File: config.mk
export PLATFORM = sky130hd
export DESIGN_NAME = sgc_global_regs
export DESIGN_NICKNAME = d
export VERILOG_FILES = /design/src/hw/sgc_pkg.sv /design/src/hw/sgc_global_regs.sv
export SDC_FILE = /design/constraint.sdc
export NUM_CORES = 1
export LEC_CHECK = 0
export BUFFER_PORTS_ARGS = -buffer_cell sky130_fd_sc_hd__buf_2
export CAP_MARGIN = 20
export CORE_ASPECT_RATIO = 1.25
export CORE_MARGIN = 3
export CORE_UTILIZATION = 57
export CTS_CLUSTER_DIAMETER = 100
export CTS_CLUSTER_SIZE = 8
export DETAILED_ROUTE_END_ITERATION = 7
export GPL_ROUTABILITY_DRIVEN = 1
export PLACE_DENSITY = 0.81
export SLEW_MARGIN = 0
export SYNTH_ARGS = -nofsm -noshare
export SYNTH_HDL_FRONTEND = slang
export SYNTH_SLANG_ARGS = --single-unit
File: constraint.sdc
create_clock -name clk_i -period 3.6 [get_ports clk_i]
set_clock_uncertainty 0.05 [all_clocks]
set_input_delay 0.72 -clock clk_i [delete_from_list [all_inputs] [get_ports clk_i]]
set_output_delay 0.72 -clock clk_i [all_outputs]
set_load 0.01 [all_outputs]
File: src/hw/sgc_pkg.sv
// Constants for the switch global control register bank
package sgc_pkg;
    // Register indices; byte address is four times the index
    localparam logic [5:0] IDX_FRAME_LIMITS = 6'h04;
    localparam logic [5:0] IDX_QUEUE_SELECT = 6'h05;
    localparam logic [5:0] IDX_SWITCH_PORT = 6'h06;
    localparam logic [5:0] IDX_STORM_LOW = 6'h07;
    localparam logic [5:0] IDX_STATUS = 6'h0F;

    // Frame limits register fields
    localparam int FL_HUGE = 2;
    localparam int FL_SIZE_DIS = 1;
    localparam int FL_BUF_RES = 0;
    // Queue select register fields
    localparam int QS_VLAN = 7;
    localparam int QS_IGMP = 6;
    localparam int QS_DIRECT = 5;
    localparam int QS_PRETAG = 4;
    localparam int QS_PRIO_HI = 3;
    localparam int QS_PRIO_LO = 2;
    localparam int QS_TAG_MASK = 1;
    localparam int QS_SNIFF = 0;
    // Switch port register fields
    localparam int SP_BP = 7;
    localparam int SP_HALF = 6;
    localparam int SP_FC = 5;
    localparam int SP_10 = 4;
    localparam int SP_NULL_VID = 3;
    localparam int SP_STORM_HI = 2;

    // Reset values of the stored bits (strap bits load separately)
    localparam logic [7:0] FRAME_LIMITS_RST = 8'hF0;
    localparam logic [7:0] QUEUE_SELECT_RST = 8'h00;
    localparam logic [7:0] SWITCH_PORT_RST = 8'h00;
    localparam logic [7:0] STORM_LOW_RST = 8'h4A;

    // Frame length limits in bytes
    localparam logic [10:0] LEN_UNTAGGED = 11'h5EE;
    localparam logic [10:0] LEN_TAGGED = 11'h5F2;
    localparam logic [10:0] LEN_LEGAL = 11'h600;
    localparam logic [10:0] LEN_HUGE = 11'h77C;

    // Buffers reserved per output queue for high priority
    localparam logic [5:0] BUF_RESERVE = 6'h30;

    // High to low service ratios of the priority scheme codes
    localparam logic [3:0] RATIO_10 = 4'hA;
    localparam logic [3:0] RATIO_5 = 4'h5;
    localparam logic [3:0] RATIO_2 = 4'h2;

    // Storm measurement periods
    localparam int CLK_HZ = 40000000;
    localparam int STORM_100_MS = 50;
    localparam int STORM_10_MS = 500;
    localparam int STORM_100_CYC = CLK_HZ / 1000 * STORM_100_MS;
    localparam logic [3:0] STORM_SLOW_RATIO =
        4'(STORM_10_MS / STORM_100_MS);
    localparam int NUM_PORTS = 5;
endpackage

File: src/hw/sgc_global_regs.sv
// Global control register bank of the switch with Wishbone access

module sgc_global_regs #(
    parameter int STORM_PERIOD_CYC = sgc_pkg::STORM_100_CYC
) (
    input wire logic clk_i,
    input wire logic rst_i,
    input wire logic wb_cyc_i,
    input wire logic wb_stb_i,
    input wire logic wb_we_i,
    input wire logic [7:0] wb_adr_i,
    input wire logic [3:0] wb_sel_i,
    input wire logic [31:0] wb_dat_i,
    output logic [31:0] wb_dat_o,
    output logic wb_ack_o,
    input wire logic size_check_strap_pin_i,
    input wire logic duplex_strap_pin_i,
    input wire logic flow_ctl_strap_pin_i,
    input wire logic speed_strap_pin_i,
    input wire logic len_valid_i,
    input wire logic [10:0] len_i,
    input wire logic tagged_i,
    input wire logic special_cpu_tag_i,
    output logic len_drop_o,
    output logic len_done_o,
    output logic [5:0] reserve_bufs_o,
    input wire logic pick_i,
    input wire logic hi_pend_i,
    input wire logic lo_pend_i,
    output logic serve_hi_o,
    output logic serve_lo_o,
    input wire logic igmp_frame_i,
    output logic igmp_to_switch_port_o,
    output logic vlan_en_o,
    output logic direct_mode_o,
    output logic pretag_en_o,
    input wire logic [11:0] vid_i,
    input wire logic [11:0] port_vid_i,
    output logic [11:0] vid_o,
    output logic [4:0] tag_port_mask_o,
    output logic tag_mask_valid_o,
    input wire logic src_match_i,
    input wire logic dst_match_i,
    output logic mirror_o,
    output logic back_pressure_o,
    output logic half_duplex_o,
    output logic flow_ctl_o,
    output logic speed_10_o,
    input wire logic [4:0] port_is_10_i,
    input wire logic [4:0] bcast_block_i,
    output logic [4:0] storm_block_o
);
    localparam int NP = sgc_pkg::NUM_PORTS;

    logic [7:0] frame_limits;
    logic [7:0] queue_select;
    logic [7:0] switch_port;
    logic [7:0] storm_low;
    logic [3:0] strap_meta;
    logic [3:0] strap_sync;
    logic strap_load;
    logic [5:0] idx;
    logic req;
    logic wr;
    logic [7:0] next_rdata;
    logic [10:0] threshold;
    logic [10:0] limit;
    logic [3:0] ratio;
    logic [3:0] hi_run;
    logic [31:0] fast_cnt;
    logic [3:0] slow_cnt;
    logic fast_tick;
    logic slow_tick;
    logic [10:0] storm_cnt [NP];

    assign idx = wb_adr_i[7:2];
    assign req = wb_cyc_i && wb_stb_i && !wb_ack_o;
    assign wr = req && wb_we_i && wb_sel_i[0];
    assign threshold = {switch_port[sgc_pkg::SP_STORM_HI:0], storm_low};

    // Straps cross in from pins through two flops before use
    always_ff @(posedge clk_i) begin
        strap_meta <= {size_check_strap_pin_i, duplex_strap_pin_i,
                       flow_ctl_strap_pin_i, speed_strap_pin_i};
        strap_sync <= strap_meta;
    end

    // Strap load happens once, on the first edge after reset release
    always_ff @(posedge clk_i) begin
        if (rst_i) begin
            strap_load <= 1'b1;
        end else begin
            strap_load <= 1'b0;
        end
    end

    // Frame limits register; strap wins over a write in its cycle
    always_ff @(posedge clk_i) begin
        if (rst_i) begin
            frame_limits <= sgc_pkg::FRAME_LIMITS_RST;
        end else if (strap_load) begin
            frame_limits[sgc_pkg::FL_SIZE_DIS] <= strap_sync[3];
        end else if (wr && idx == sgc_pkg::IDX_FRAME_LIMITS) begin
            frame_limits <= wb_dat_i[7:0];
        end
    end

    // Queue select register
    always_ff @(posedge clk_i) begin
        if (rst_i) begin
            queue_select <= sgc_pkg::QUEUE_SELECT_RST;
        end else if (wr && idx == sgc_pkg::IDX_QUEUE_SELECT) begin
            queue_select <= wb_dat_i[7:0];
        end
    end

    // Switch port register; three strap bits load after reset
    always_ff @(posedge clk_i) begin
        if (rst_i) begin
            switch_port <= sgc_pkg::SWITCH_PORT_RST;
        end else if (strap_load) begin
            switch_port[sgc_pkg::SP_HALF] <= strap_sync[2];
            switch_port[sgc_pkg::SP_FC] <= strap_sync[1];
            switch_port[sgc_pkg::SP_10] <= strap_sync[0];
        end else if (wr && idx == sgc_pkg::IDX_SWITCH_PORT) begin
            switch_port <= wb_dat_i[7:0];
        end
    end

    // Low byte of the storm threshold
    always_ff @(posedge clk_i) begin
        if (rst_i) begin
            storm_low <= sgc_pkg::STORM_LOW_RST;
        end else if (wr && idx == sgc_pkg::IDX_STORM_LOW) begin
            storm_low <= wb_dat_i[7:0];
        end
    end

    // Read mux; unmapped indices read zero
    always_comb begin
        next_rdata = 8'h00;
        unique case (idx)
            sgc_pkg::IDX_FRAME_LIMITS: next_rdata = frame_limits;
            sgc_pkg::IDX_QUEUE_SELECT: next_rdata = queue_select;
            sgc_pkg::IDX_SWITCH_PORT: next_rdata = switch_port;
            sgc_pkg::IDX_STORM_LOW: next_rdata = storm_low;
            sgc_pkg::IDX_STATUS: next_rdata = {3'h0, storm_block_o};
            default: next_rdata = 8'h00;
        endcase
    end

    // Every access is acked one cycle after it is seen
    always_ff @(posedge clk_i) begin
        if (rst_i) begin
            wb_ack_o <= 1'b0;
            wb_dat_o <= 32'h00000000;
        end else begin
            wb_ack_o <= req;
            if (req) begin
                wb_dat_o <= {24'h000000, next_rdata};
            end
        end
    end

    // Length limit: huge beats size check, which beats tag limits
    always_comb begin
        if (frame_limits[sgc_pkg::FL_HUGE]) begin
            limit = sgc_pkg::LEN_HUGE;
        end else if (frame_limits[sgc_pkg::FL_SIZE_DIS]) begin
            limit = sgc_pkg::LEN_LEGAL;
        end else if (tagged_i && special_cpu_tag_i) begin
            limit = sgc_pkg::LEN_LEGAL;
        end else if (tagged_i) begin
            limit = sgc_pkg::LEN_TAGGED;
        end else begin
            limit = sgc_pkg::LEN_UNTAGGED;
        end
    end

    // Drop verdict one cycle after the length is offered
    always_ff @(posedge clk_i) begin
        if (rst_i) begin
            len_drop_o <= 1'b0;
            len_done_o <= 1'b0;
        end else begin
            len_done_o <= len_valid_i;
            len_drop_o <= len_valid_i && (len_i > limit);
        end
    end

    // Reserved high-priority buffers per output queue
    always_ff @(posedge clk_i) begin
        if (rst_i) begin
            reserve_bufs_o <= 6'h00;
        end else if (frame_limits[sgc_pkg::FL_BUF_RES]) begin
            reserve_bufs_o <= sgc_pkg::BUF_RESERVE;
        end else begin
            reserve_bufs_o <= 6'h00;
        end
    end

    // Ratio from the priority scheme code; zero means strict
    always_comb begin
        unique case (queue_select[sgc_pkg::QS_PRIO_HI:sgc_pkg::QS_PRIO_LO])
            2'b00: ratio = 4'h0;
            2'b01: ratio = sgc_pkg::RATIO_10;
            2'b10: ratio = sgc_pkg::RATIO_5;
            2'b11: ratio = sgc_pkg::RATIO_2;
        endcase
    end

    // Egress picker: after ratio highs a waiting low gets one slot
    always_ff @(posedge clk_i) begin
        if (rst_i) begin
            serve_hi_o <= 1'b0;
            serve_lo_o <= 1'b0;
            hi_run <= 4'h0;
        end else begin
            serve_hi_o <= 1'b0;
            serve_lo_o <= 1'b0;
            if (pick_i && hi_pend_i &&
                (ratio == 4'h0 || !lo_pend_i || hi_run < ratio)) begin
                serve_hi_o <= 1'b1;
                if (hi_run != 4'hF) begin
                    hi_run <= hi_run + 4'h1;
                end
            end else if (pick_i && lo_pend_i) begin
                serve_lo_o <= 1'b1;
                hi_run <= 4'h0;
            end
        end
    end

    // Frame steering decisions, registered toward the datapath
    always_ff @(posedge clk_i) begin
        if (rst_i) begin
            igmp_to_switch_port_o <= 1'b0;
            mirror_o <= 1'b0;
            tag_port_mask_o <= 5'h00;
            tag_mask_valid_o <= 1'b0;
            vid_o <= 12'h000;
        end else begin
            igmp_to_switch_port_o <= igmp_frame_i &&
                queue_select[sgc_pkg::QS_IGMP];
            mirror_o <= queue_select[sgc_pkg::QS_SNIFF] ?
                (src_match_i && dst_match_i) :
                (src_match_i || dst_match_i);
            tag_mask_valid_o <= queue_select[sgc_pkg::QS_TAG_MASK];
            tag_port_mask_o <= queue_select[sgc_pkg::QS_TAG_MASK] ?
                vid_i[4:0] : 5'h00;
            vid_o <= (switch_port[sgc_pkg::SP_NULL_VID] &&
                vid_i == 12'h000) ? port_vid_i : vid_i;
        end
    end

    // Mode levels; the datapath reads these, not the raw registers
    always_ff @(posedge clk_i) begin
        if (rst_i) begin
            vlan_en_o <= 1'b0;
            direct_mode_o <= 1'b0;
            pretag_en_o <= 1'b0;
            back_pressure_o <= 1'b0;
            half_duplex_o <= 1'b0;
            flow_ctl_o <= 1'b0;
            speed_10_o <= 1'b0;
        end else begin
            vlan_en_o <= queue_select[sgc_pkg::QS_VLAN];
            direct_mode_o <= queue_select[sgc_pkg::QS_DIRECT];
            pretag_en_o <= queue_select[sgc_pkg::QS_PRETAG];
            back_pressure_o <= switch_port[sgc_pkg::SP_BP];
            half_duplex_o <= switch_port[sgc_pkg::SP_HALF];
            flow_ctl_o <= switch_port[sgc_pkg::SP_FC];
            speed_10_o <= switch_port[sgc_pkg::SP_10];
        end
    end

    // Period timers: slow period is ten fast periods, so they align
    always_ff @(posedge clk_i) begin
        if (rst_i) begin
            fast_cnt <= 32'h00000000;
            slow_cnt <= 4'h0;
            fast_tick <= 1'b0;
            slow_tick <= 1'b0;
        end else begin
            fast_tick <= 1'b0;
            slow_tick <= 1'b0;
            if (fast_cnt == 32'(STORM_PERIOD_CYC - 1)) begin
                fast_cnt <= 32'h00000000;
                fast_tick <= 1'b1;
                if (slow_cnt == sgc_pkg::STORM_SLOW_RATIO - 4'h1) begin
                    slow_cnt <= 4'h0;
                    slow_tick <= 1'b1;
                end else begin
                    slow_cnt <= slow_cnt + 4'h1;
                end
            end else begin
                fast_cnt <= fast_cnt + 32'h00000001;
            end
        end
    end

    // Per-port block counters; block once threshold blocks are used
    for (genvar p = 0; p < NP; p++) begin : g_storm
        logic tick;
        assign tick = port_is_10_i[p] ? slow_tick : fast_tick;
        always_ff @(posedge clk_i) begin
            if (rst_i) begin
                storm_cnt[p] <= 11'h000;
                storm_block_o[p] <= 1'b0;
            end else if (tick) begin
                storm_cnt[p] <= 11'h000;
                storm_block_o[p] <= 1'b0;
            end else begin
                if (bcast_block_i[p] && storm_cnt[p] != 11'h7FF) begin
                    storm_cnt[p] <= storm_cnt[p] + 11'h001;
                end
                storm_block_o[p] <= (storm_cnt[p] +
                    {10'h000, bcast_block_i[p]}) >= threshold;
            end
        end
    end

    // Bus answers exactly one cycle after the request
    a_ack_timing: assert property (@(posedge clk_i) disable iff (rst_i)
        (wb_cyc_i && wb_stb_i && !wb_ack_o) |=> wb_ack_o)
        else $error("ack missing after request");

    a_ack_single: assert property (@(posedge clk_i) disable iff (rst_i)
        wb_ack_o |=> !wb_ack_o)
        else $error("ack held two cycles");

    // Only the two size bits matter; the upper stored bits are free
    a_len_untagged: assert property (@(posedge clk_i)
        disable iff (rst_i) (len_valid_i && !tagged_i && len_i == 11'h5EF
        && frame_limits[sgc_pkg::FL_HUGE:sgc_pkg::FL_SIZE_DIS] == 2'b00)
        |=> len_drop_o) else $error("1519 byte untagged frame kept");

    a_len_legal: assert property (@(posedge clk_i)
        disable iff (rst_i) (len_valid_i && len_i == sgc_pkg::LEN_LEGAL &&
         frame_limits[sgc_pkg::FL_SIZE_DIS]) |=> !len_drop_o)
        else $error("1536 byte frame dropped");

    a_len_huge: assert property (@(posedge clk_i)
        disable iff (rst_i) (len_valid_i && len_i > sgc_pkg::LEN_HUGE)
        |=> len_drop_o) else $error("oversize frame kept");

    a_buf_reserve: assert property (@(posedge clk_i)
        disable iff (rst_i) $rose(frame_limits[sgc_pkg::FL_BUF_RES]) |=>
        reserve_bufs_o == sgc_pkg::BUF_RESERVE)
        else $error("reserve count wrong");

    a_sniff_and: assert property (@(posedge clk_i)
        disable iff (rst_i) (queue_select[sgc_pkg::QS_SNIFF] &&
        src_match_i && !dst_match_i) |=> !mirror_o)
        else $error("AND sniff mirrored one side");

    a_strict_prio: assert property (@(posedge clk_i)
        disable iff (rst_i) (ratio == 4'h0 && pick_i && hi_pend_i) |=>
        (serve_hi_o && !serve_lo_o))
        else $error("strict mode served low");

    a_speed_follow: assert property (@(posedge clk_i)
        disable iff (rst_i) ##2 speed_10_o ==
        $past(switch_port[sgc_pkg::SP_10])) else $error("speed output stale");

    a_storm_clear: assert property (@(posedge clk_i)
        disable iff (rst_i) fast_tick && !port_is_10_i[0] |=>
        !storm_block_o[0]) else $error("storm block survived period");
endmodule

==> results.md <==
Synth:
- The synthesized area is 10,300 um2.
- Counting flops with a built-in enable in the synthesized netlist gives 55.
- Ranked by instance count, the synthesized netlist is headed by sky130_fd_sc_hd__nor2_1 (172), sky130_fd_sc_hd__dfxtp_1 (129), sky130_fd_sc_hd__ha_1 (84).
- For this run, the leading register cell type out of synthesis is sky130_fd_sc_hd__dfxtp_1.
- The share of the Yosys chip area taken by registers is 41.2%.
- After synthesis the netlist holds a flip-flop and latch count of 184.
- The synthesized design spends more area on one cell type than any other, namely sky130_fd_sc_hd__dfxtp_1.
- The number of distinct library cell variants in the gate-level netlist after synthesis is 55.
- Ranked by total cell area, the synthesized netlist is headed by sky130_fd_sc_hd__dfxtp_1 (25%), sky130_fd_sc_hd__edfxtp_1 (16%), sky130_fd_sc_hd__ha_1 (10%).
- Averaged over all synthesized cells, the footprint is about 9 um2.
- Synthesis produced 1,111 cells.
- For this run, the number of Yosys warnings is 0.
- After synthesis, the share of flip-flops with an asynchronous set or reset is 0%.
- The cell with the most instances after synthesis is sky130_fd_sc_hd__nor2_1.
- After synthesis, the largest area contributor takes up roughly 25% of total cell area.

Placement:
- The cell count after placement is roughly 1,400.
- The global placer's final weighted congestion is just over 0.9.
- The count of buffers added on input and output ports is 124.
- Once detailed placement completed, the half-perimeter wirelength came to between 15,000 and 20,000 um.

Clock network:
- The later pin in the worst-skew pair is clocked with a latency of about 0.43 ns.
- TritonCTS built the clock tree.
- The H-tree level count is 4.
- The post-CTS setup repair buffer count is 0.
- Counting the buffers created by CTS gives 17.
- The number of buffers on the longest clock path is 2.
- The number of gates resized after CTS was 0.
- The clock input transition at the sequential cells of the worst setup and hold paths is approximately 0.070 ns.
- The clock net in this run drives a total of around 180 sinks.
- The quantity of hold-fixing buffers added after cts is 0.
- In this run the clock root is driven by a sky130_fd_sc_hd__clkbuf_16.

STA:
- The worst path uses a little under three quarters of the clock period.
- The worst pin sits at a relative slew slack of between 30% and 40%.
- The maximum clock frequency is ~390 MHz.
- The number of failing setup endpoints in the final timing report is 0.
- The number of max-slew violations in the final report is 0.
- The shortest period the worst path allows is between 2 and 3 ns.
- The setup TNS is 0 ns.
- Setup repair after global routing left no endpoint under its margin.
- The actual transition at the worst max-transition pin is 0.983 ns.
- The number of hold violations in the final report is 0.

Floorplan:
- The top-level I/O count is approximately 180.
- In this run the core area contains between 50 and 60 standard-cell rows.
- From bottom edge to top edge, the die measures approximately 160 um.
- For this configuration, the core starts out at a cell density of approximately three fifths.
- The region available for standard cell placement spans between 15,000 and 20,000 um2.
- The area of the die is approximately 20,000 um2.
- In this run the horizontal extent of the chip is 126 um.

Routing:
- The DRC violation count after routing is 0.
- For this block, the routed nets add up to ~23,000 um of wire.
- The total vias in the final route is 8,148.
- The number of DRC markers after the initial detailed-route iteration is around 580.
- The iteration count of the initial detailed-routing pass is 5.
- The via count normalized by instance count is roughly 5.6.
- The count of antenna-violating nets left after detailed routing is 0.
- The detailed-route wire length per cell is approximately 16 um.

Global routing:
- The global-route congestion overflow total is 0.
- For this run, the total global-route usage over all layers was measured as 22.9%.
- The initial antenna violation count is 2.
- The wire length of the first global-routing pass is between 30,000 and 40,000 um.
- The number of global-route vias before repair was just under 8,000.
- The largest net degree at the start of global routing is 73.

Critical path:
- The type of destination of the critical path is a flip-flop.
- The largest driver fanout on the critical path is 12.
- In this run the register-to-register setup slack is slightly above 1 ns.
- The endpoint of the most critical register-to-register path is storm_cnt[2][2]$_SDFFCE_PN0P_.
- The data required time at the worst endpoint is about 3.6 ns.
- At the worst endpoint, the arrival time is about 2.6 ns.
- Walking the worst path, the cells encountered are ha_1 -> and3_1 -> nand3_1 -> o211ai_1 -> nand2_1.
- The startpoint-to-endpoint class of the critical path is flip-flop to flip-flop.
- The worst setup path is launched from a flip-flop.
- The beginning of the worst register-to-register path is storm_cnt[2][1]$_SDFFCE_PN0P_.
- The largest single stage delay on the critical path is 0.66 ns.
- The master of the slowest instance on the critical path is sky130_fd_sc_hd__o211ai_1.
- Measured in cells, the most critical reg-to-reg path has a length of 5.

Final layout:
- From synthesis to final layout, the design area changed by 12.6%.
- The share of final-layout standard cells stronger than drive strength 1 is between 10 and 15%.
- The final net count is between 1,000 and 1,500.
- Excluding fillers, the count of instances in the completed layout stands at around 1,500.
- After filler insertion, the fill cell instance count of the layout stands at between 1,000 and 1,500.

Power and ir drop:
- Of the total power, the share spent switching nets is between 20% and 30%.
- The switching power of the nets is roughly 1.2 mW.
- The static leakage power is between 4 and 5 nW.
- The power share of the clock group is slightly above 40%.
- Combinational logic is responsible for around a tenth of the overall power.
- Sequential cells account for 49.6% of the total power.
- The peak ir drop on the vdd network is 0.312 mV.
- The power density over the cells is between 400 and 500 nW/um2.
- The internal power summed over all cells is between 3 and 4 mW.

Hold path:
- The launch instance of the worst min-delay path is strap_meta[3]$_DFF_P_.
- The number of cells on the worst hold path is 0.
- The min-delay analysis places its worst path in the category flip-flop to flip-flop.
- The worst hold path terminates at strap_sync[3]$_DFF_P_.

Flow run:
- Max-cap violations in this run came to 0.

Outcome:
- The flow ran to the end, and the final reports show no timing, DRC or antenna violations.
[critical path, delay by kind of cell, from the launching register on]
kind,cells,cell delay (ns)
and+or+nand+nor,3,0.83
AOI/OAI and AO/OA,1,0.66
DFF,1,0.44
adders and majority gates,1,0.24
[cells in the final DEF (no fill, tap or decap), types with 30 or more instances in the layout]
master / synthesis / routed
sky130_fd_sc_hd__dfxtp_1: 129 / 129
sky130_fd_sc_hd__xor2_1: 54 / 54
sky130_fd_sc_hd__nor2_1: 172 / 172
sky130_fd_sc_hd__ha_1: 84 / 84
sky130_fd_sc_hd__xnor2_1: 52 / 52
sky130_fd_sc_hd__mux2i_1: 30 / 30
sky130_fd_sc_hd__buf_2: 6 / 124
sky130_fd_sc_hd__edfxtp_1: 55 / 55
sky130_fd_sc_hd__nand3_1: 47 / 47
sky130_fd_sc_hd__inv_1: 44 / 44
sky130_fd_sc_hd__nand2_1: 65 / 65
sky130_fd_sc_hd__a21oi_1: 43 / 43
[sequential cells by signal, summed over array words and instances (netlist names), 5 cells and up]
register and cells:
frame_limits 8, tag_port_mask_o 5, wb_dat_o 8, storm_block_o 5, switch_port 8, storm_low 8, queue_select 8, vid_o 12
storm_cnt 55, fast_cnt 32
[how the worst max path moves through the flow]
stage,startpoint,to,slack (ns),depth (start not counted)
6_report,storm_cnt[2][1]$_SDFFCE_PN0P_,storm_cnt[2][2]$_SDFFCE_PN0P_,1.02,5
4_1_cts,storm_cnt[2][1]$_SDFFCE_PN0P_,storm_cnt[2][3]$_SDFFCE_PN0P_,1.0,5
5_1_grt,storm_cnt[2][1]$_SDFFCE_PN0P_,storm_cnt[2][6]$_SDFFCE_PN0P_,0.76,5
3_3_place_gp,wb_adr_i[5],frame_limits[6]$_SDFFE_PP1P_,0.68,6
2_1_floorplan,wb_adr_i[5],frame_limits[4]$_SDFFE_PP1P_,0.86,7
3_5_place_dp,wb_adr_i[5],queue_select[0]$_SDFFE_PP0P_,0.67,7
[cell families after synthesis]
kind of cell | count (synthesis) | share of synthesized area (%)
and+or+nand+nor | 428 | 20.4
DFF | 184 | 41.2
AOI/OAI and AO/OA | 153 | 9.72
buffers and inverters | 120 | 5.52
xor gates and xnor gates | 106 | 9.04
adders and majority gates | 84 | 10.2
muxes | 35 | 3.80
other | 1 | 0.0365
[through the flow]
stage / power [mW] / instance area, um2 / utilization (%) / hold slack (ns) / setup WS [ns]
3_5_place_dp: 2.83 / 11000 / 62.3 / 0.262 / 0.668
5_1_grt: 4.86 / 11600 / 65.8 / 0.285 / 0.757
4_1_cts: 4.70 / 11600 / 65.8 / 0.282 / 0.998
3_3_place_gp: 2.81 / 11000 / 62.3 / 0.262 / 0.684
6_report: 4.67 / 11600 / 65.8 / 0.285 / 1.02
2_1_floorplan: 2.68 / 10400 / - / 0.260 / 0.861
[power groups by stage]
stage	combinational [mW]	sequential, mW	clock, mW
2_1_floorplan	0.355	2.33	0
3_3_place_gp	0.454	2.36	0
3_5_place_dp	0.469	2.36	0
4_1_cts	0.475	2.32	1.91
5_1_grt	0.537	2.33	1.99
6_report	0.475	2.32	1.88
[per-layer routing]
layer | wire, um | GRT usage, %
met5 | 8 | 0
met4 | 449 | 7.61
met3 | 977 | 4.86
met2 | 11500 | 40.4
met1 | 9700 | 27.7
[final cells by class]
class / instances / area (um2) / area share [%]
repair buffers: 135 / 703 / 6.08
inverters: 44 / 165 / 1.43
clock buffers: 22 / 507 / 4.38
diodes: 1 / 2.50 / 0.0217
flip-flops and latches: 184 / 4230 / 36.6
clock inverters: 10 / 97.6 / 0.844
well taps: 224 / 280 / 2.43
multi-input cells: 834 / 5570 / 48.2
Note: power is estimated with default switching activity, not from simulation.
